## config.mk

```make
export PLATFORM = sky130hd
export DESIGN_NAME = sac_ctrl
export DESIGN_NICKNAME = d
export VERILOG_FILES = /design/src/logic/sac_pkg.sv /design/src/logic/sac_div_if.sv /design/src/logic/sac_clk_div.sv /design/src/logic/sac_ctrl.sv
export SDC_FILE = /design/constraint.sdc
export NUM_CORES = 1
export LEC_CHECK = 0
export BUFFER_PORTS_ARGS = -buffer_cell sky130_fd_sc_hd__buf_2
export CORE_ASPECT_RATIO = 1.2
export CORE_MARGIN = 3
export CORE_UTILIZATION = 54
export CTS_BUF_LIST = sky130_fd_sc_hd__clkbuf_8
export DETAILED_ROUTE_END_ITERATION = 8
export GPL_TIMING_DRIVEN = 1
export PLACE_DENSITY = 0.82
export SLEW_MARGIN = 20
export SYNTH_ARGS = -nofsm -noshare
export SYNTH_HDL_FRONTEND = slang
export SYNTH_SLANG_ARGS = --single-unit
```

## constraint.sdc

```tcl
create_clock -name clk_i -period 2.5 [get_ports clk_i]
set_input_delay 0.5 -clock clk_i [delete_from_list [all_inputs] [get_ports clk_i]]
set_output_delay 0.5 -clock clk_i [all_outputs]
set_load 0.02 [all_outputs]
```

## src/logic/sac_pkg.sv

```systemverilog
// Constants and types for the converter control block
package sac_pkg;
  // Register byte offsets
  localparam logic [7:0] ADDR_CTRL = 8'h00;
  localparam logic [7:0] ADDR_REF = 8'h04;
  localparam logic [7:0] ADDR_MUX = 8'h08;
  localparam logic [7:0] ADDR_DATA = 8'h0c;
  localparam logic [7:0] ADDR_ISTAT = 8'h10;
  localparam logic [7:0] ADDR_ICLR = 8'h14;
  localparam logic [7:0] ADDR_IEN = 8'h18;
  localparam logic [7:0] ADDR_COUNT = 8'h1c;
  // Field positions
  localparam int CTRL_BME_BIT = 0;
  localparam int CTRL_BUSY_BIT = 1;
  localparam int CTRL_DIV_LSB = 8;
  localparam int DIV_W = 5;
  localparam int REF_SEL_LSB = 0;
  localparam int REF_GND_BIT = 2;
  localparam int REF_LVL_BIT = 3;
  localparam int MUX_LSB = 0;
  localparam int IRQ_DONE_BIT = 0;
  localparam int IRQ_RSVD_BIT = 1;
  localparam int IRQ_W = 2;
  localparam int CNT_W = 5;
  // Reset values
  localparam logic [DIV_W-1:0] DIV_RST = 5'h1f;
  localparam logic RST_BME = 1'b0;
  localparam logic [1:0] REF_RST = 2'h1;
  localparam logic GND_SEL_RST = 1'b0;
  localparam logic LVL_RST = 1'b0;
  localparam logic [4:0] MUX_RST = 5'h1f;
  localparam logic [IRQ_W-1:0] IEN_RST = 2'h0;
  // Reference sources
  localparam logic [1:0] REF_EXT = 2'h0;
  localparam logic [1:0] REF_VDD = 2'h1;
  localparam logic [1:0] REF_LDO = 2'h2;
  localparam logic [1:0] REF_INT = 2'h3;
  // Internal reference level: 1.65 V or 2.4 V
  localparam logic LVL_1V65 = 1'b0;
  localparam logic LVL_2V4 = 1'b1;
  // Ground sources
  localparam logic [1:0] GND_PIN = 2'h0;
  localparam logic [1:0] GND_APIN = 2'h1;
  localparam logic [1:0] GND_CHIP = 2'h2;
  // Input select codes
  localparam logic [4:0] CH_EXT_LAST = 5'h0e;
  localparam logic [4:0] CH_TEMP = 5'h10;
  localparam logic [4:0] CH_LDO = 5'h11;
  localparam logic [4:0] CH_VDD = 5'h12;
  localparam logic [4:0] CH_GND = 5'h13;
  localparam logic [4:0] CH_P2 = 5'h18;
  localparam logic [4:0] CH_DP = 5'h1c;
  localparam logic [4:0] CH_DM = 5'h1d;
  localparam logic [4:0] CH_VQ = 5'h1e;
  localparam logic [4:0] CH_NONE = 5'h1f;
  // Timing in conversion clocks
  localparam int TRACK_CLKS_DEF = 4;
  localparam int RES_BITS_DEF = 12;

  typedef enum logic [1:0] {ST_IDLE, ST_TRACK, ST_CONV} sac_state_t;
endpackage : sac_pkg

```

## src/logic/sac_div_if.sv

```systemverilog
// Link between the controller and its conversion clock divider
`timescale 1ns/1ps
interface sac_div_if;
  import sac_pkg::*;
  logic burst_mode_enable;
  logic [DIV_W-1:0] conversion_clock_divider;
  logic fast_osc_raw;
  logic tick;
  modport ctl (
    output burst_mode_enable,
    output conversion_clock_divider,
    output fast_osc_raw,
    input tick
  );
  modport div (
    input burst_mode_enable,
    input conversion_clock_divider,
    input fast_osc_raw,
    output tick
  );
endinterface : sac_div_if

```

## src/logic/sac_clk_div.sv

```systemverilog
// Conversion clock enable divider with fast oscillator sampling
`timescale 1ns/1ps
module sac_clk_div
  import sac_pkg::*;
(
  input wire logic clk_i,
  input wire logic srst_i,
  sac_div_if.div dif
);
  logic s1_q;
  logic s2_q;
  logic s3_q;
  logic lvl_q;
  logic src_tick;
  logic tick_q;
  logic [DIV_W-1:0] cnt_q;

  // Oscillator must stay at or below a quarter of clk_i to be seen
  always_ff @(posedge clk_i) begin
    if (srst_i) begin
      s1_q <= 1'b0;
      s2_q <= 1'b0;
      s3_q <= 1'b0;
    end else begin
      s1_q <= dif.fast_osc_raw;
      s2_q <= s1_q;
      s3_q <= s2_q;
    end
  end

  always_ff @(posedge clk_i) begin
    if (srst_i) begin
      lvl_q <= 1'b0;
    end else if (s2_q == s3_q) begin
      lvl_q <= s3_q;
    end
  end

  assign src_tick = dif.burst_mode_enable ?
                    (s2_q && s3_q && !lvl_q) : 1'b1;

  always_ff @(posedge clk_i) begin
    if (srst_i) begin
      cnt_q <= '0;
      tick_q <= 1'b0;
    end else begin
      tick_q <= 1'b0;
      if (src_tick) begin
        if (cnt_q >= dif.conversion_clock_divider) begin
          cnt_q <= '0;
          tick_q <= 1'b1;
        end else begin
          cnt_q <= cnt_q + 1'b1;
        end
      end
    end
  end

  assign dif.tick = tick_q;
endmodule : sac_clk_div

```

## src/logic/sac_ctrl.sv

```systemverilog
// Converter control: bus registers, sequencer and analog selects
//
// Design decisions made here: the placing of the registers and the AHB-Lite slave port.
`timescale 1ns/1ps
module sac_ctrl
  import sac_pkg::*;
#(
  parameter int RES_BITS = RES_BITS_DEF,
  parameter int TRACK_CLKS = TRACK_CLKS_DEF
) (
  input wire logic clk_i,
  input wire logic srst_i,
  input wire logic hsel_i,
  input wire logic [31:0] haddr_i,
  input wire logic [1:0] htrans_i,
  input wire logic hwrite_i,
  input wire logic [2:0] hsize_i,
  input wire logic [31:0] hwdata_i,
  input wire logic hready_i,
  output logic [31:0] hrdata_o,
  output logic hreadyout_o,
  output logic hresp_o,
  input wire logic fast_osc_i,
  input wire logic [RES_BITS-1:0] result_i,
  output logic conv_clk_en_o,
  output logic track_o,
  output logic convert_o,
  output logic [1:0] ref_sel_o,
  output logic ref_level_o,
  output logic int_ref_en_o,
  output logic [1:0] gnd_src_o,
  output logic [4:0] mux_ch_o,
  output logic mux_connect_o,
  output logic irq_o
);
  if (RES_BITS < 1 || RES_BITS > 16 || TRACK_CLKS < 1 ||
      TRACK_CLKS > 16) begin : g_bad_param
    $error("sac_ctrl: RES_BITS and TRACK_CLKS must be 1 to 16");
  end

  localparam logic [CNT_W-1:0] TRK_LAST = CNT_W'(TRACK_CLKS - 1);
  localparam logic [CNT_W-1:0] CNV_LAST = CNT_W'(RES_BITS - 1);

  function automatic logic chan_defined(input logic [4:0] c);
    chan_defined = (c <= CH_EXT_LAST) ||
                   (c >= CH_TEMP && c <= CH_GND) ||
                   (c == CH_P2) || (c >= CH_DP);
  endfunction : chan_defined

  sac_div_if dif ();

  logic ap_valid;
  logic wr_q;
  logic [7:0] waddr_q;
  logic [31:0] hrdata_q;
  logic [31:0] rd_d;
  logic wr_ctrl;
  logic wr_ref;
  logic wr_mux;
  logic wr_iclr;
  logic wr_ien;
  logic bme_q;
  logic [DIV_W-1:0] div_q;
  logic [1:0] ref_q;
  logic gnd_sel_q;
  logic lvl_q;
  logic [4:0] mux_q;
  logic [IRQ_W-1:0] ien_q;
  logic [IRQ_W-1:0] istat_q;
  logic [IRQ_W-1:0] irq_set;
  logic [IRQ_W-1:0] irq_clr;
  logic [RES_BITS-1:0] result_q;
  logic [15:0] done_cnt_q;
  sac_state_t state_q;
  sac_state_t state_d;
  logic [CNT_W-1:0] cnt_q;
  logic [CNT_W-1:0] cnt_d;
  logic start;
  logic conv_last;
  logic [1:0] lat_ref_q;
  logic lat_gnd_q;
  logic lat_lvl_q;
  logic [4:0] lat_mux_q;
  logic lat_conn_q;
  logic [1:0] nref;
  logic ngnd;
  logic [4:0] nmux;
  logic [1:0] gnd_d;
  logic [1:0] gnd_q;
  logic iref_q;

  // Zero wait state slave; every transfer answers OKAY
  assign ap_valid = hsel_i && htrans_i[1] && hready_i;
  assign hreadyout_o = 1'b1;
  assign hresp_o = 1'b0;
  assign hrdata_o = hrdata_q;

  always_ff @(posedge clk_i) begin
    if (srst_i) begin
      wr_q <= 1'b0;
      waddr_q <= '0;
    end else begin
      wr_q <= ap_valid && hwrite_i && (haddr_i[31:8] == '0);
      if (ap_valid) begin
        waddr_q <= haddr_i[7:0];
      end
    end
  end

  assign wr_ctrl = wr_q && (waddr_q == ADDR_CTRL);
  assign wr_ref = wr_q && (waddr_q == ADDR_REF);
  assign wr_mux = wr_q && (waddr_q == ADDR_MUX);
  assign wr_iclr = wr_q && (waddr_q == ADDR_ICLR);
  assign wr_ien = wr_q && (waddr_q == ADDR_IEN);

  always_ff @(posedge clk_i) begin
    if (srst_i) begin
      bme_q <= RST_BME;
      div_q <= DIV_RST;
    end else if (wr_ctrl) begin
      bme_q <= hwdata_i[CTRL_BME_BIT];
      div_q <= hwdata_i[CTRL_DIV_LSB +: DIV_W];
    end
  end

  always_ff @(posedge clk_i) begin
    if (srst_i) begin
      ref_q <= REF_RST;
      gnd_sel_q <= GND_SEL_RST;
      lvl_q <= LVL_RST;
    end else if (wr_ref) begin
      ref_q <= hwdata_i[REF_SEL_LSB +: 2];
      gnd_sel_q <= hwdata_i[REF_GND_BIT];
      lvl_q <= hwdata_i[REF_LVL_BIT];
    end
  end

  always_ff @(posedge clk_i) begin
    if (srst_i) begin
      mux_q <= MUX_RST;
    end else if (wr_mux) begin
      mux_q <= hwdata_i[MUX_LSB +: 5];
    end
  end

  always_ff @(posedge clk_i) begin
    if (srst_i) begin
      ien_q <= IEN_RST;
    end else if (wr_ien) begin
      ien_q <= hwdata_i[IRQ_W-1:0];
    end
  end

  // Read data settle in the address phase, stand in the data phase
  always_comb begin
    rd_d = '0;
    case (haddr_i[7:0])
      ADDR_CTRL: begin
        rd_d[CTRL_BME_BIT] = bme_q;
        rd_d[CTRL_BUSY_BIT] = (state_q != ST_IDLE);
        rd_d[CTRL_DIV_LSB +: DIV_W] = div_q;
      end
      ADDR_REF: begin
        rd_d[REF_SEL_LSB +: 2] = ref_q;
        rd_d[REF_GND_BIT] = gnd_sel_q;
        rd_d[REF_LVL_BIT] = lvl_q;
      end
      ADDR_MUX: rd_d[MUX_LSB +: 5] = mux_q;
      ADDR_DATA: rd_d[RES_BITS-1:0] = result_q;
      ADDR_ISTAT: rd_d[IRQ_W-1:0] = istat_q;
      ADDR_IEN: rd_d[IRQ_W-1:0] = ien_q;
      ADDR_COUNT: rd_d[15:0] = done_cnt_q;
      default: rd_d = '0;
    endcase
    if (haddr_i[31:8] != '0) begin
      rd_d = '0;
    end
  end

  always_ff @(posedge clk_i) begin
    if (srst_i) begin
      hrdata_q <= '0;
    end else if (ap_valid && !hwrite_i) begin
      hrdata_q <= rd_d;
    end
  end

  // A start while busy is dropped, not queued
  assign start = wr_ctrl && hwdata_i[CTRL_BUSY_BIT] &&
                 (state_q == ST_IDLE);

  assign dif.burst_mode_enable = bme_q;
  assign dif.conversion_clock_divider = div_q;
  assign dif.fast_osc_raw = fast_osc_i;
  assign conv_clk_en_o = dif.tick;

  sac_clk_div u_div (
    .clk_i(clk_i),
    .srst_i(srst_i),
    .dif(dif)
  );

  always_comb begin
    state_d = state_q;
    cnt_d = cnt_q;
    conv_last = 1'b0;
    case (state_q)
      ST_IDLE: begin
        if (start) begin
          state_d = ST_TRACK;
          cnt_d = '0;
        end
      end
      ST_TRACK: begin
        if (dif.tick) begin
          if (cnt_q == TRK_LAST) begin
            state_d = ST_CONV;
            cnt_d = '0;
          end else begin
            cnt_d = cnt_q + 1'b1;
          end
        end
      end
      ST_CONV: begin
        if (dif.tick) begin
          if (cnt_q == CNV_LAST) begin
            state_d = ST_IDLE;
            conv_last = 1'b1;
          end else begin
            cnt_d = cnt_q + 1'b1;
          end
        end
      end
      default: state_d = ST_IDLE;
    endcase
  end

  always_ff @(posedge clk_i) begin
    if (srst_i) begin
      state_q <= ST_IDLE;
      cnt_q <= '0;
    end else begin
      state_q <= state_d;
      cnt_q <= cnt_d;
    end
  end

  assign track_o = (state_q == ST_TRACK);
  assign convert_o = (state_q == ST_CONV);

  // Reference, ground and input settings freeze at start; divider and burst mode stay live
  always_ff @(posedge clk_i) begin
    if (srst_i) begin
      lat_ref_q <= REF_RST;
      lat_gnd_q <= GND_SEL_RST;
      lat_lvl_q <= LVL_RST;
      lat_mux_q <= MUX_RST;
      lat_conn_q <= 1'b0;
    end else if (start) begin
      lat_ref_q <= ref_q;
      lat_gnd_q <= gnd_sel_q;
      lat_lvl_q <= lvl_q;
      lat_mux_q <= mux_q;
      lat_conn_q <= chan_defined(mux_q) &&
                    (mux_q != CH_NONE);
    end
  end

  assign ref_sel_o = lat_ref_q;
  assign ref_level_o = lat_lvl_q;
  assign mux_ch_o = lat_mux_q;
  assign mux_connect_o = lat_conn_q;

  assign nref = start ? ref_q : lat_ref_q;
  assign ngnd = start ? gnd_sel_q : lat_gnd_q;
  assign nmux = start ? mux_q : lat_mux_q;

  always_comb begin
    if (state_d == ST_TRACK && nmux == CH_TEMP) begin
      gnd_d = GND_CHIP;
    end else if (state_d == ST_CONV && nref == REF_INT) begin
      gnd_d = GND_CHIP;
    end else if (ngnd) begin
      gnd_d = GND_APIN;
    end else begin
      gnd_d = GND_PIN;
    end
  end

  always_ff @(posedge clk_i) begin
    if (srst_i) begin
      gnd_q <= GND_PIN;
      iref_q <= 1'b0;
    end else begin
      gnd_q <= gnd_d;
      iref_q <= (state_d != ST_IDLE) && (nref == REF_INT);
    end
  end

  assign gnd_src_o = gnd_q;
  assign int_ref_en_o = iref_q;

  always_ff @(posedge clk_i) begin
    if (srst_i) begin
      result_q <= '0;
      done_cnt_q <= '0;
    end else if (conv_last) begin
      result_q <= result_i;
      done_cnt_q <= done_cnt_q + 1'b1;
    end
  end

  // Hardware set outranks a clear in the same cycle
  always_comb begin
    irq_set = '0;
    irq_set[IRQ_DONE_BIT] = conv_last;
    irq_set[IRQ_RSVD_BIT] = start && !chan_defined(mux_q);
    irq_clr = wr_iclr ? hwdata_i[IRQ_W-1:0] : '0;
  end

  always_ff @(posedge clk_i) begin
    if (srst_i) begin
      istat_q <= '0;
    end else begin
      istat_q <= (istat_q & ~irq_clr) | irq_set;
    end
  end

  assign irq_o = |(istat_q & ien_q);
endmodule : sac_ctrl

```

=== Word level (Yosys, flattened, before mapping) ===
Cells that the tools add are included.

* Register bits after elaboration: 118
* Input bits: 87
* Output and inout port bits: 50
* Logic and storage cells: 138

* Bitwise gates (word level): 5
* Reductions and logical operators: 38
* Equality and inequality tests: 25
* Mux-type cells: 33
* $lt $le $gt $ge: 5
* Add/subtract/negate cells: 3

{| class="wikitable"
|+ Operator list
! cell !! count
|-
| $eq A8 B5 Y1 const B || 5
|-
| $mux W5 || 7
|-
| $eq A8 B4 Y1 const B || 3
|-
| $logic_not A24 Y1 || 1
|-
| $reduce_bool A24 Y1 || 1
|-
| $logic_and A1 B1 Y1 || 20
|-
| $mux W2 || 9
|-
| $add A16 B1 Y16 const B || 1
|-
| $eq A8 B3 Y1 const B || 2
|-
| $logic_not A8 Y1 || 2
|-
| $mux W16 || 1
|-
| $pmux W5 S3 || 1
|-
| $pmux W2 S7 || 1
|-
| $pmux W4 S3 || 1
|-
| $add A5 B1 Y5 const B || 2
|-
| $eq A5 B5 Y1 const B || 2
|-
| $ge A5 B5 Y1 const B || 2
|-
| $pmux W2 S4 || 1
|-
| $mux W1 || 7
|-
| $eq A2 B2 Y1 const B || 3
|-
| $pmux W2 S3 || 1
|-
| $pmux W3 S2 || 1
|-
| $eq A5 B2 Y1 const B || 1
|-
| $eq A5 B4 Y1 const B || 1
|-
| 23 further kinds || 33
|}

=== Logic depth before layout (Yosys ltp) ===
Gate-level depths: netlist of run 1.

* Depth in word-level cells: 10
* Depth in mapped cells: 8
* Depth with buffers taken out: 7

=== By module ===
A second synthesis of run 1 with hierarchy kept.

* Cell total of the unflattened synthesis: 571
* Area, all modules: 5017.3 um^2

{| class="wikitable"
|+ By module, submodules not included
! module !! area an instance (um^2) !! instances !! sequential area each (um^2) !! cells an instance
|-
| sac_ctrl || 4491.8 || 1 || 1841.8 || 516
|-
| sac_clk_div || 525.5 || 1 || 200.2 || 55
|}

=== Worst setup path before layout of run 1 ===
Ideal clock, no wire load.

* Path kind: register to register
* Start point: register state_q[1]
* End point: register gnd_q[0], in the netlist gnd_src_o[0]
* Stages on the path, launching flop included: 7
* Slack: 610 ps
* Clock period less this slack: 1890 ps
* Arrival time: 1774 ps
* Required time: 2385 ps
* Library setup time: 115 ps
* Path buffers: 0
* Cell sequence: dfxtp_1 > inv_1 > ha_1 > nor3_1 > a2111oi_4 > a2111o_1 > and3_1

* Elaborated cells between the ends (all ways): 21
* Classes of those cells: eq/ne: 6; mux: 10; reduce/logical: 5

{| class="wikitable"
|+ RTL lines
! element !! line !! source
|-
| start: declaration || sac_ctrl.sv:74 || <nowiki>sac_state_t state_q;</nowiki>
|-
| start signal: assignment || sac_ctrl.sv:243 || <nowiki>state_q <= state_d;</nowiki>
|-
| $eq A2 B1 Y1 (*) || -- ||
|-
| net track_o || sac_ctrl.sv:26 || <nowiki>output logic track_o,</nowiki>
|-
| $pmux W2 S3 (*) || sac_ctrl.sv:207 || <nowiki>case (state_q)</nowiki>
|-
| $eq A2 B1 Y1 or $eq A2 B2 Y1 (tied branches) || sac_ctrl.sv:279, sac_ctrl.sv:281 ||
|-
| $logic_and A1 B1 Y1, on equally long branches || sac_ctrl.sv:279, sac_ctrl.sv:281 ||
|-
| $reduce_or A3 Y1 (no line) (*) || -- ||
|-
| end signal: assignment || sac_ctrl.sv:295 || <nowiki>gnd_q <= gnd_d;</nowiki>
|-
| end: declaration || sac_ctrl.sv:89 || <nowiki>logic [1:0] gnd_q;</nowiki>
|}

The timed path passes the listed nets; every way through them passes the cells marked *.
A chain may end at the register's enable or synchronous reset.

=== Worst setup path in the final report of run 1 ===
* Start point: register state_q[0]
* End point: register gnd_q[0], in the netlist gnd_src_o[0]

* Cells in the longest elaborated chain, start to end: 7
* Elaborated cells between the ends (all ways): 21
* Classes of those cells: eq/ne: 6; mux: 10; reduce/logical: 5

{| class="wikitable"
|+ RTL lines
! element !! line !! source
|-
| $logic_not A2 Y1 || sac_ctrl.sv:190, sac_ctrl.sv:207 ||
|-
| $logic_and A1 B1 Y1 || sac_ctrl.sv:189 || <nowiki>assign start = wr_ctrl && hwdata_i[CTRL_BUSY_BIT] &&</nowiki>
|-
| $mux W2 || sac_ctrl.sv:209 || <nowiki>if (start) begin</nowiki>
|-
| $pmux W2 S3 || sac_ctrl.sv:207 ||
|-
| $eq A2 B1 Y1 or $eq A2 B2 Y1 (tied branches) || sac_ctrl.sv:279, sac_ctrl.sv:281 ||
|-
| $logic_and A1 B1 Y1, on equally long branches || sac_ctrl.sv:279, sac_ctrl.sv:281 ||
|-
| $reduce_or A3 Y1 (no line) || -- ||
|}

Several ways; a longest one is shown, not always the timed one.

==> qor.yml, run 1 <==
status:
  outcome: "finished, final reports clean"
logic_synthesis:
  ys_ff_latch: 102
  yosysUniqueCellTypes: 66
  avgSynthCellArea_um2: 8.89
  synth_area_um2: 4980
  synth_edf_count: 0
  yosys_warnings: 0
  ys.flop_type: "dfxtp_1"
  synthCells: 560
  ys_seq_area_share_pct: 41.0
  synthArstFlopShare_pct: 0
route:
  wl_per_cell_um: 15.5
  drc: 0
  firstDrtPassIters: 5
  viasPerCell: 5.66
  drtIter0Drc: 206
  detail-route-antenna-nets: 0
  routed_wl_um: 11900
  num_vias: 4353
power_and_ir_drop:
  p_leak_nw: 2.31
  finalPower_mw: 2.85
  irDropWorstVdd_v: 0.000379
  power_density_nw_per_um2: 503
timing:
  tightest_slew_ns: 0.717
  slew_headroom_pct: 51.6
  fin_skew_ns: 0.0116
  fin_setup_tns_ns: 0
  fmax_mhz: 494
  period_share_pct: 81.0
  finalHoldViolations: 0
  setup_violations: 0
  slew_violations: 0
  holdWs_ns: 0.342
  rsz0062_at_grt: "false"
  fin_crit_ns: 2.02
placed_design:
  io_buffers: 92
  dp.final_hpwl_um: 9000
  dp.cells: 754
  gp_congestion: 0.832
cells_and_area:
  antenna_cells: 0
  fin_nets: 748
  final-instance-count-excl-fill: 769
  final_layout_size_suffix_gt1_share_pct: 21.9
  area_growth_pct: 14.0
cts:
  clkSinkCount: 102
  clock_path_buffers: 2
  cts_tree: "built"
  cts_resized: 0
  cts.hold.buffers_added: 0
  numCtsBuffers: 9
  htree_levels: 3
  root_buffer: "clkbuf_8"
  clock_latency_ns: 0.36
  clk_pin_slew_worst_paths_ns: 0.10
  post_cts_buffers: 0
worst_hold_path:
  hold_class: "in2reg"
  min_path_cells: 2
  hold_end: "dif.conversion_clock_divider[0]"
  hp-start: "hwdata_i[8]"
critical_path:
  r2r_setup_slack_ns: 0.48
  reg2reg_from: "state_q[0]"
  crit_chain: "inv_1, ha_1, nor3_1, a2111oi_4, a2111o_1, and3_1"
  timing.rr.end: "gnd_src_o[0]"
  slowest_stage: "dfxtp_1"
  path_max_fanout: 6
  worstSetupPathType: "reg2reg"
  cp_slowest_stage_delay_ns: 0.46
  start_kind: "flop"
  required_ns: 2.75
  crit_start: "state_q[0]"
  worstSetupEndpointType: "flop"
  rr_worst_depth: 6
  arrival_ns: 2.28
global_route:
  antenna_found_initial: 0
  grt_pass1_wl_um: 20300
  grtUsageTotal_pct: 23.8
  grt_start_max_net_pins: 43
  grt_overflow: 0
  first_global_vias: 4355
floorplan:
  start_util_pct: 56.6
  dieWidth_um: 93.7
  die_h_um: 111
  rows: 37
  core_area_um2: 8800
  boundaryPins: 137
  dieArea_um2: 10400
run:
  drv_cap: 0
==> flip-flops by register name, indices dropped and copies added (netlist names), 5 cells and up <==
signal,cells
result_q,12
u_div.cnt_q,5
waddr_q,8
mux_q,5
done_cnt_q,16
hrdata_o,16
mux_ch_o,5
dif.conversion_clock_divider,5
cnt_q,5
==> power by group <==
group / switching [mW] / internal [mW] / total [mW] / leakage, nW
clock: 0.560 / 0.456 / 1.02 / 0.0911
combinational: 0.119 / 0.0741 / 0.193 / 1.40
sequential: 0.0115 / 1.63 / 1.65 / 0.824
total: 0.690 / 2.16 / 2.85 / 2.31
==> synth_stat cells, types with 5 or more instances <==
cell type	instances	area (µm²)
clkbuf_1	12	45.0
nor2_1	52	195
a21oi_1	36	180
mux2_2	8	90.1
nor3_1	5	25.0
buf_2	6	30.0
dfxtp_1	102	2040
nor4_1	13	81.3
nand2b_1	8	50.1
mux2i_1	18	180
xnor2_1	12	105
buf_4	20	150
nand3_1	20	100
xor2_1	7	61.3
inv_1	23	86.3
nand2_1	71	267
a211oi_1	5	37.5
o21ai_1	6	30.0
ha_1	13	163
a22oi_1	9	67.6
a211o_1	17	149
nor2b_1	10	62.6
nand4_1	10	62.6
==> routing by layer <==
layer / global-route usage (%) / part of all wire, % / up-vias
met1: 28.6 / 40 / 2026
met4: 8.67 / 2.9 / 0
met3: 4.62 / 6.2 / 35
li1: - / - / 2127
met2: 41.5 / 51 / 165
met5: 0 / 0 / -
==> per-stage QoR <==
step / cell area, µm² / util (%) / worst slack [ns]
3_3_place_gp: 5490 / 62.4 / 0.312
5_1_grt: 5680 / 64.5 / 0.249
6_report: 5680 / 64.5 / 0.476
3_5_place_dp: 5490 / 62.4 / 0.284
4_1_cts: 5680 / 64.5 / 0.465
2_1_floorplan: 5040 / - / 0.610
==> how the worst max path moves through the flow <==
stage	to	slack, ns	cells after the start
floorplan	gnd_src_o[0]	0.61	6
detailed placement	hrdata_o[12]	0.28	6
finish	gnd_src_o[0]	0.48	6
global placement	hrdata_o[12]	0.31	6
CTS	gnd_src_o[0]	0.47	6
global route	done_cnt_q[13]	0.25	7
==> final cells by class <==
type / instances / area, µm²
Fill cell: 735 / 3120
Multi-Input combinational cell: 409 / 2670
Sequential cell: 102 / 2040
Timing Repair Buffer: 103 / 543
Tap cell: 117 / 146
Clock buffer: 9 / 124
Inverter: 23 / 86.3
Clock inverter: 6 / 63.8
==> worst max-delay path, delay by kind of cell, from the launching register on <==
family	cells	cell delay, ns
fa+ha+maj	1	0.29
compound gates	2	0.57
flops	1	0.46
buf+inv	1	0.10
simple gates	2	0.50
==> cell families (layout without fill, tap and decap cells) <==
| logic type | Yosys count | in the layout | share of synthesized area (%) |
|---|---|---|---|
| and+or+nand+nor | 223 | 223 | 23.9 |
| AOI/OAI and AO/OA | 108 | 108 | 15.4 |
| DFF | 102 | 102 | 41.0 |
| buffers and inverters | 65 | 141 | 6.56 |
| muxes | 28 | 28 | 6.33 |
| xor gates and xnor gates | 19 | 19 | 3.34 |
| adders and majority gates | 13 | 13 | 3.27 |
| other | 2 | 18 | 0.151 |
==> cell usage in the layout (no fill, tap or decap), types with 3 or more instances in the layout <==
cell type | synthesis | routed
inv_1 | 23 | 23
ha_1 | 13 | 13
nand2_1 | 71 | 71
o21ai_1 | 6 | 6
nor2_1 | 52 | 52
and2_1 | 3 | 3
a21oi_1 | 36 | 36
nand4_1 | 10 | 10
mux2_2 | 8 | 8
o211ai_1 | 4 | 4
buf_4 | 20 | 11
a21boi_1 | 4 | 4
a211oi_1 | 5 | 5
nand2b_1 | 8 | 8
o21ai_0 | 3 | 3
mux2i_1 | 18 | 18
clkbuf_8 | 0 | 9
nor4b_4 | 3 | 3
nor3_1 | 5 | 5
buf_2 | 6 | 92
xnor2_1 | 12 | 12
a22oi_1 | 9 | 9
conb_1 | 2 | 18
o32ai_1 | 3 | 3
xor2_1 | 7 | 7
and3_1 | 4 | 4
a21o_1 | 3 | 3
dfxtp_1 | 102 | 102
nor4_1 | 13 | 13
a211o_1 | 17 | 17
nor2b_1 | 10 | 10
nand3_1 | 20 | 20
(Power assumes the default switching activity.)
==> inputs of run 2 (changes only) <==
--- a/config.mk
+++ b/config.mk
@@ -8,11 +8,11 @@
 export BUFFER_PORTS_ARGS = -buffer_cell sky130_fd_sc_hd__buf_2
 export CORE_ASPECT_RATIO = 1.2
 export CORE_MARGIN = 3
-export CORE_UTILIZATION = 54
+export CORE_UTILIZATION = 49
 export CTS_BUF_LIST = sky130_fd_sc_hd__clkbuf_8
 export DETAILED_ROUTE_END_ITERATION = 8
 export GPL_TIMING_DRIVEN = 1
-export PLACE_DENSITY = 0.82
+export PLACE_DENSITY = 0.78
 export SLEW_MARGIN = 20
 export SYNTH_ARGS = -nofsm -noshare
 export SYNTH_HDL_FRONTEND = slang
==> constraint.sdc (replaced) <==
create_clock -name clk_i -period 1.8 [get_ports clk_i]
set_input_delay 0.36 -clock clk_i [delete_from_list [all_inputs] [get_ports clk_i]]
set_output_delay 0.36 -clock clk_i [all_outputs]
set_load 0.02 [all_outputs]
==> run 2 against run 1 <==
The run now ends with setup timing left; critical path type unchanged; hold slack worse by 0.16 ns; wire length is 8.2% higher; clock skew is 0.00059 ns lower; critical endpoint unchanged; clock power is 30% higher; count of clock-buffer cells in the layout is 2 higher; total power is 38% higher.
==> qor.yml, run 2 (same netlist as run 1, synthesis figures left out) <==
route:
  drc: 0  # unchanged
  routed_wl_um: 12900  # was 11900 µm
  drtIter0Drc: 159  # was 206
  wl_per_cell_um: 15.6  # was 15.5 µm
  detail-route-antenna-nets: 0  # unchanged
  viasPerCell: 5.54  # was 5.66
  num_vias: 4583  # was 4353
  firstDrtPassIters: 5  # unchanged
status:
  violations: "setup timing"
  outcome: "complete, but fails checks"  # was finished, final reports clean
cts:
  cts_tree: "built"  # unchanged
  numCtsBuffers: 9  # unchanged
  clk_pin_slew_worst_paths_ns: 0.09  # was 0.10 ns
  clock_path_buffers: 2  # unchanged
  clock_latency_ns: 0.37  # was 0.36 ns
  htree_levels: 3  # unchanged
  cts.hold.buffers_added: 0  # unchanged
  root_buffer: "clkbuf_8"  # unchanged
  clkSinkCount: 102  # unchanged
cells_and_area:
  final_common_cell: "dfxtp_1"  # unchanged
  antenna_cells: 0  # unchanged
  seq_area_um2: 2050  # was 2040 µm²
  multi_input_area_um2: 2890  # was 2670 µm²
  fin_nets: 800  # was 748
  final_layout_size_suffix_gt1_share_pct: 32.9  # was 21.9%
  area_growth_pct: 26.8  # was 14.0%
  fillers: 788  # was 735
  layout_common_cells: "dfxtp_1, buf_2, nand2_1"  # unchanged
global_route:
  grt_start_max_net_pins: 31  # was 43
  grt_pass1_wl_um: 21100  # was 20300 µm
  first_global_vias: 4520  # was 4355
  antenna_found_initial: 0  # unchanged
  grt_overflow: 0  # unchanged
  grtUsageTotal_pct: 22.8  # was 23.8%
timing:
  period_share_pct: 101  # was 81.0%
  fin_skew_ns: 0.0110  # was 0.0116 ns
  slew_violations: 0  # unchanged
  finalHoldViolations: 0  # unchanged
  fin_crit_ns: 1.82  # was 2.02 ns
  setup_violations: 2  # was 0
  fmax_mhz: 551  # was 494 MHz
  rsz0062_at_grt: "true"  # was false
  setup_slack_ns: -0.0156  # was 0.476 ns
critical_path:
  worstSetupPathType: "reg2reg"  # unchanged
  cpLargestDelayFamily: "simple AND/OR/NAND/NOR gates"  # was compound AO/OA/AOI/OAI gates
  arrival_ns: 2.09  # was 2.28 ns
  required_ns: 2.07  # was 2.75 ns
  slowest_stage: "a2111o_1"  # was dfxtp_1
  worstSetupEndpointType: "flop"  # unchanged
  start_kind: "flop"  # unchanged
  path_max_fanout: 4  # was 6
  reg2reg_from: "cnt_q[0]"  # was state_q[0]
  cp_slowest_stage_delay_ns: 0.44  # was 0.46 ns
  crit_chain: "ha_4, and4bb_4, nor4b_4, a2111oi_4, a2111o_1, and3_1"  # was inv_1, ha_1, nor3_1, a2111oi_4, a2111o_1, and3_1
  crit_start: "cnt_q[0]"  # was state_q[0]
  crit_buf_inv: 0  # was 1
worst_hold_path:
  hold_class: "in2reg"  # unchanged
  hp-start: "hwdata_i[9]"  # was hwdata_i[8]
power_and_ir_drop:
  clkPwrFrac_pct: 34.0  # was 35.6%
  power_density_nw_per_um2: 622  # was 503 nW/µm²
  p_leak_nw: 2.63  # was 2.31 nW
  seqPwrFrac_pct: 58.1  # was 57.7%
  intPower_mw: 2.97  # was 2.16 mW
  finalPower_mw: 3.93  # was 2.85 mW
  pwr-share-comb_pct: 7.9  # was 6.8%
  swShare_pct: 24.4  # was 24.2%
  irDropWorstVdd_v: 0.000646  # was 0.000379 V
  p_sw_mw: 0.960  # was 0.690 mW
placed_design:
  dp_slack_ns: -0.185  # was 0.284 ns
  io_buffers: 92  # unchanged
  dp.final_hpwl_um: 9700  # was 9000 µm
  gp_congestion: 0.858  # was 0.832
floorplan:
  die_h_um: 116  # was 111 µm
  rows: 39  # was 37
  start_util_pct: 51.3  # was 56.6%
  dieWidth_um: 98.0  # was 93.7 µm
  dieArea_um2: 11400  # was 10400 µm²
  boundaryPins: 137  # unchanged
  core_area_um2: 9710  # was 8800 µm²
run:
  drv_cap: 0  # unchanged
run 2: metrics by stage:
| stage | instance area, µm² | hold slack (ns) | std cells | util (%) | TNS (ns) |
|---|---|---|---|---|---|
| 2_1_floorplan | 5050 | 0.414 | 576 | - | -0.0325 |
| 3_5_place_dp | 5880 | 0.446 | 808 | 60.6 | -2.37 |
| 5_1_grt | 6310 | 0.169 | 828 | 65.0 | -0.289 |
| 6_report | 6310 | 0.185 | 828 | 65.0 | -0.0256 |
| 3_3_place_gp | 5880 | 0.441 | 808 | 60.6 | -1.35 |
| 4_1_cts | 6150 | 0.173 | 826 | 63.4 | -0.0878 |
run 2: per-layer routing:
layer	track usage, %	vias to the layer above	part of all wire (%)
met5	0	-	0
met4	13.1	0	4.6
met3	4.18	38	5.2
met2	39.4	144	50
met1	26.5	2177	40
li1	-	2224	-
run 2: cell type report:
class                           count  share of cell area (%)
Clock buffer                       11                    2.40
Clock inverter                      5                   0.436
Inverter                           23                    1.37
Multi-Input combinational cell    409                    45.8
Sequential cell                   102                    32.5
Tap cell                          123                    2.44
Timing Repair Buffer              155                    15.0
run 2: repair_timing:
| action | in CTS | in global routing |
|---|---|---|
| endpoints found under the setup margin | 12 | 40 |
| buffers inserted | 2 | 3 |
| gates resized for setup | 17 | 28 |
| pin swaps | 6 | 17 |
run 2: power groups by stage:
stage	registers [mW]	logic, mW	clock network, mW
6_report	2.28	0.311	1.33
5_1_grt	2.28	0.340	1.46
4_1_cts	2.28	0.300	1.36
3_5_place_dp	2.34	0.295	0
3_3_place_gp	2.33	0.287	0
2_1_floorplan	2.33	0.185	0
run 2: worst reg2reg max path, cell delays in order, from the launching register on:
cell       delay, ns
dfxtp_2         0.36
ha_4            0.14
and4bb_4        0.27
nor4b_4         0.25
a2111oi_4       0.07
a2111o_1        0.44
and3_1          0.18
run 2: path summary, 6_finish.rpt:
kind / end / slack (ns) / depth (start not counted)
max: gnd_src_o[0] / -0.02 / 6
min: dif.conversion_clock_divider[1] / 0.18 / 2
max reg2reg: gnd_src_o[0] / -0.02 / 6
min reg2reg: result_q[5] / 0.46 / 2
==> inputs of run 3 (changes only) <==
--- a/config.mk
+++ b/config.mk
@@ -8,11 +8,12 @@
 export BUFFER_PORTS_ARGS = -buffer_cell sky130_fd_sc_hd__buf_2
 export CORE_ASPECT_RATIO = 1.2
 export CORE_MARGIN = 3
-export CORE_UTILIZATION = 49
+export CORE_UTILIZATION = 40
 export CTS_BUF_LIST = sky130_fd_sc_hd__clkbuf_8
 export DETAILED_ROUTE_END_ITERATION = 8
 export GPL_TIMING_DRIVEN = 1
-export PLACE_DENSITY = 0.78
+export PLACE_DENSITY = 0.66
+export SKIP_LAST_GASP = 1
 export SLEW_MARGIN = 20
 export SYNTH_ARGS = -nofsm -noshare
 export SYNTH_HDL_FRONTEND = slang
==> run 3 against run 2 <==
Critical endpoint unchanged; register-to-register slack about the same; core utilization down 13 points; first-iteration DRC count grew 21%; largest power group unchanged; the run still ends with setup timing left; non-clock buffer count fell by 8.
==> qor.yml, run 3 (same netlist as run 1, synthesis figures left out) <==
placed_design:
  io_buffers: 92  # unchanged
  dp.final_hpwl_um: 9680  # was 9700 µm
  gp_congestion: 0.836  # was 0.858
  dp_slack_ns: -0.186  # was -0.185 ns
floorplan:
  start_util_pct: 41.1  # was 51.3%
  core_area_um2: 12100  # was 9710 µm²
  dieArea_um2: 13800  # was 11400 µm²
  boundaryPins: 137  # unchanged
  dieWidth_um: 108  # was 98.0 µm
  rows: 44  # was 39
  die_h_um: 128  # was 116 µm
route:
  drtIter0Drc: 193  # was 159
  wl_met1_um: 5290  # was 5220 µm
  highest_layer: "met4"  # unchanged
  routed_wl_um: 12500  # was 12900 µm
  num_vias: 4453  # was 4583
  detail-route-antenna-nets: 0  # unchanged
  wl_met3_um: 656  # was 678 µm
  viasPerCell: 5.19  # was 5.54
  drc: 0  # unchanged
  wl_per_cell_um: 14.5  # was 15.6 µm
  firstDrtPassIters: 4  # was 5
  met2_length_um: 6220  # was 6440 µm
global_route:
  antenna_found_initial: 0  # unchanged
  grt_start_max_net_pins: 35  # was 31
  first_global_vias: 4246  # was 4520
  grtUsageTotal_pct: 17.7  # was 22.8%
  grt_overflow: 0  # unchanged
  grt_pass1_wl_um: 19900  # was 21100 µm
cts:
  clkSinkCount: 102  # unchanged
  root_buffer: "clkbuf_8"  # unchanged
  htree_levels: 3  # unchanged
  clock_path_buffers: 2  # unchanged
  clock_latency_ns: 0.36  # was 0.37 ns
  cts.hold.buffers_added: 0  # unchanged
  numCtsBuffers: 9  # unchanged
  cts_tree: "built"  # unchanged
  clk_pin_slew_worst_paths_ns: 0.09  # about the same
run:
  drv_cap: 0  # unchanged
critical_path:
  start_kind: "flop"  # unchanged
  required_ns: 2.05  # was 2.07 ns
  crit_chain: "inv_2, ha_4, buf_4, nor4b_4, a2111oi_4, a2111o_1, and3_1"  # was ha_4, and4bb_4, nor4b_4, a2111oi_4, a2111o_1, and3_1
  crit_path_end: "gnd_src_o[0]"  # unchanged
  r2r_setup_slack_ns: -0.02  # about the same
  arrival_ns: 2.07  # was 2.09 ns
  worstSetupEndpointType: "flop"  # unchanged
  cpLargestDelayFamily: "simple AND/OR/NAND/NOR gates"  # unchanged
  path_max_fanout: 3  # was 4
  worstSetupPathType: "reg2reg"  # unchanged
  timing.rr.end: "gnd_src_o[0]"  # unchanged
  worstSetupPathDepth: 7  # was 6
  slowest_stage: "a2111o_1"  # unchanged
  crit_buf_inv: 2  # was 0
  reg2reg_from: "state_q[1]"  # was cnt_q[0]
  cp_slowest_stage_delay_ns: 0.41  # was 0.44 ns
  crit_start: "state_q[1]"  # was cnt_q[0]
  rr_worst_depth: 7  # was 6
timing:
  setup_slack_ns: -0.0166  # was -0.0156 ns
  slew_violations: 0  # unchanged
  fin_setup_tns_ns: -0.0166  # was -0.0256 ns
  finalHoldViolations: 0  # unchanged
  rsz0062_at_grt: "true"  # unchanged
  fin_crit_ns: 1.82  # about the same
  fmax_mhz: 550  # was 551 MHz
  setup_violations: 1  # was 2
  slew_headroom_pct: 65.9
  tightest_slew_ns: 0.498
  fin_skew_ns: 0.0144  # was 0.0110 ns
  period_share_pct: 101  # about the same
status:
  outcome: "complete, but fails checks"  # unchanged
  violations: "setup timing"  # unchanged
cells_and_area:
  area_growth_pct: 26.8  # unchanged
  fin_nets: 792  # was 800
  antenna_cells: 0  # unchanged
  fillers: 1165  # was 788
  final_layout_size_suffix_gt1_share_pct: 32.0  # was 32.9%
  layout_common_cells: "dfxtp_1, buf_2, nand2_1"  # unchanged
  final_common_cell: "dfxtp_1"  # unchanged
power_and_ir_drop:
  p_leak_nw: 2.57  # was 2.63 nW
  power_density_nw_per_um2: 640  # was 622 nW/µm²
  irDropWorstVdd_v: 0.000542  # was 0.000646 V
worst_hold_path:
  hold_class: "in2reg"  # unchanged
-- run 3: repair_timing --
action / in CTS / in global routing
pin swaps: 5 / 11
setup buffers: 1 / 1
gates resized for setup: 13 / 28
endpoints found under the setup margin: 11 / 29
-- run 3: final cells by class --
cell class | count | area (µm²) | share of cell area (%)
inverter | 23 | 86.3 | 1.37
multi-input combinational | 409 | 2870 | 45.4
tap | 161 | 201 | 3.19
clock inverter | 6 | 61.3 | 0.971
clock buffer | 10 | 138 | 2.18
timing repair buffer | 147 | 906 | 14.4
sequential | 102 | 2050 | 32.5
-- run 3: worst min path at each step --
| stage | cells past startpoint | start | slack (ns) | end |
|---|---|---|---|---|
| final | 2 | hwdata_i[10] | 0.21 | dif.conversion_clock_divider[2] |
| after global routing | 2 | hwdata_i[10] | 0.20 | dif.conversion_clock_divider[2] |
| after CTS | 2 | hwdata_i[10] | 0.19 | dif.conversion_clock_divider[2] |
| after detailed placement | 2 | result_q[5] | 0.45 | result_q[5] |
| after global placement | 2 | hrdata_o[8] | 0.44 | hrdata_o[8] |
| after floorplan | 1 | u_div.s1_q | 0.41 | u_div.s2_q |
-- run 3: metrics by stage --
| step | std cells | hold WS (ns) | cell area [µm²] | utilization, % | total power, mW |
|---|---|---|---|---|---|
| finish | 858 | 0.207 | 6310 | 52.1 | 4.04 |
| global route | 858 | 0.197 | 6310 | 52.1 | 4.20 |
| CTS | 857 | 0.193 | 6150 | 50.7 | 4.07 |
| detailed placement | 840 | 0.445 | 5900 | 48.7 | 2.63 |
| global placement | 840 | 0.441 | 5900 | 48.7 | 2.62 |
| floorplan | 576 | 0.414 | 5050 | - | 2.52 |
-- run 3: per-layer routing --
metal,vias up,GRT usage (%)
met5,-,0
met4,0,5.72
met3,25,3.12
met2,134,30.9
met1,2081,22.0
li1,2213,-
-- run 3: power breakdown --
| group | internal (mW) | switching (mW) | total [mW] |
|---|---|---|---|
| clock network | 0.677 | 0.781 | 1.46 |
| logic | 0.128 | 0.173 | 0.302 |
| registers | 2.27 | 0.0134 | 2.28 |
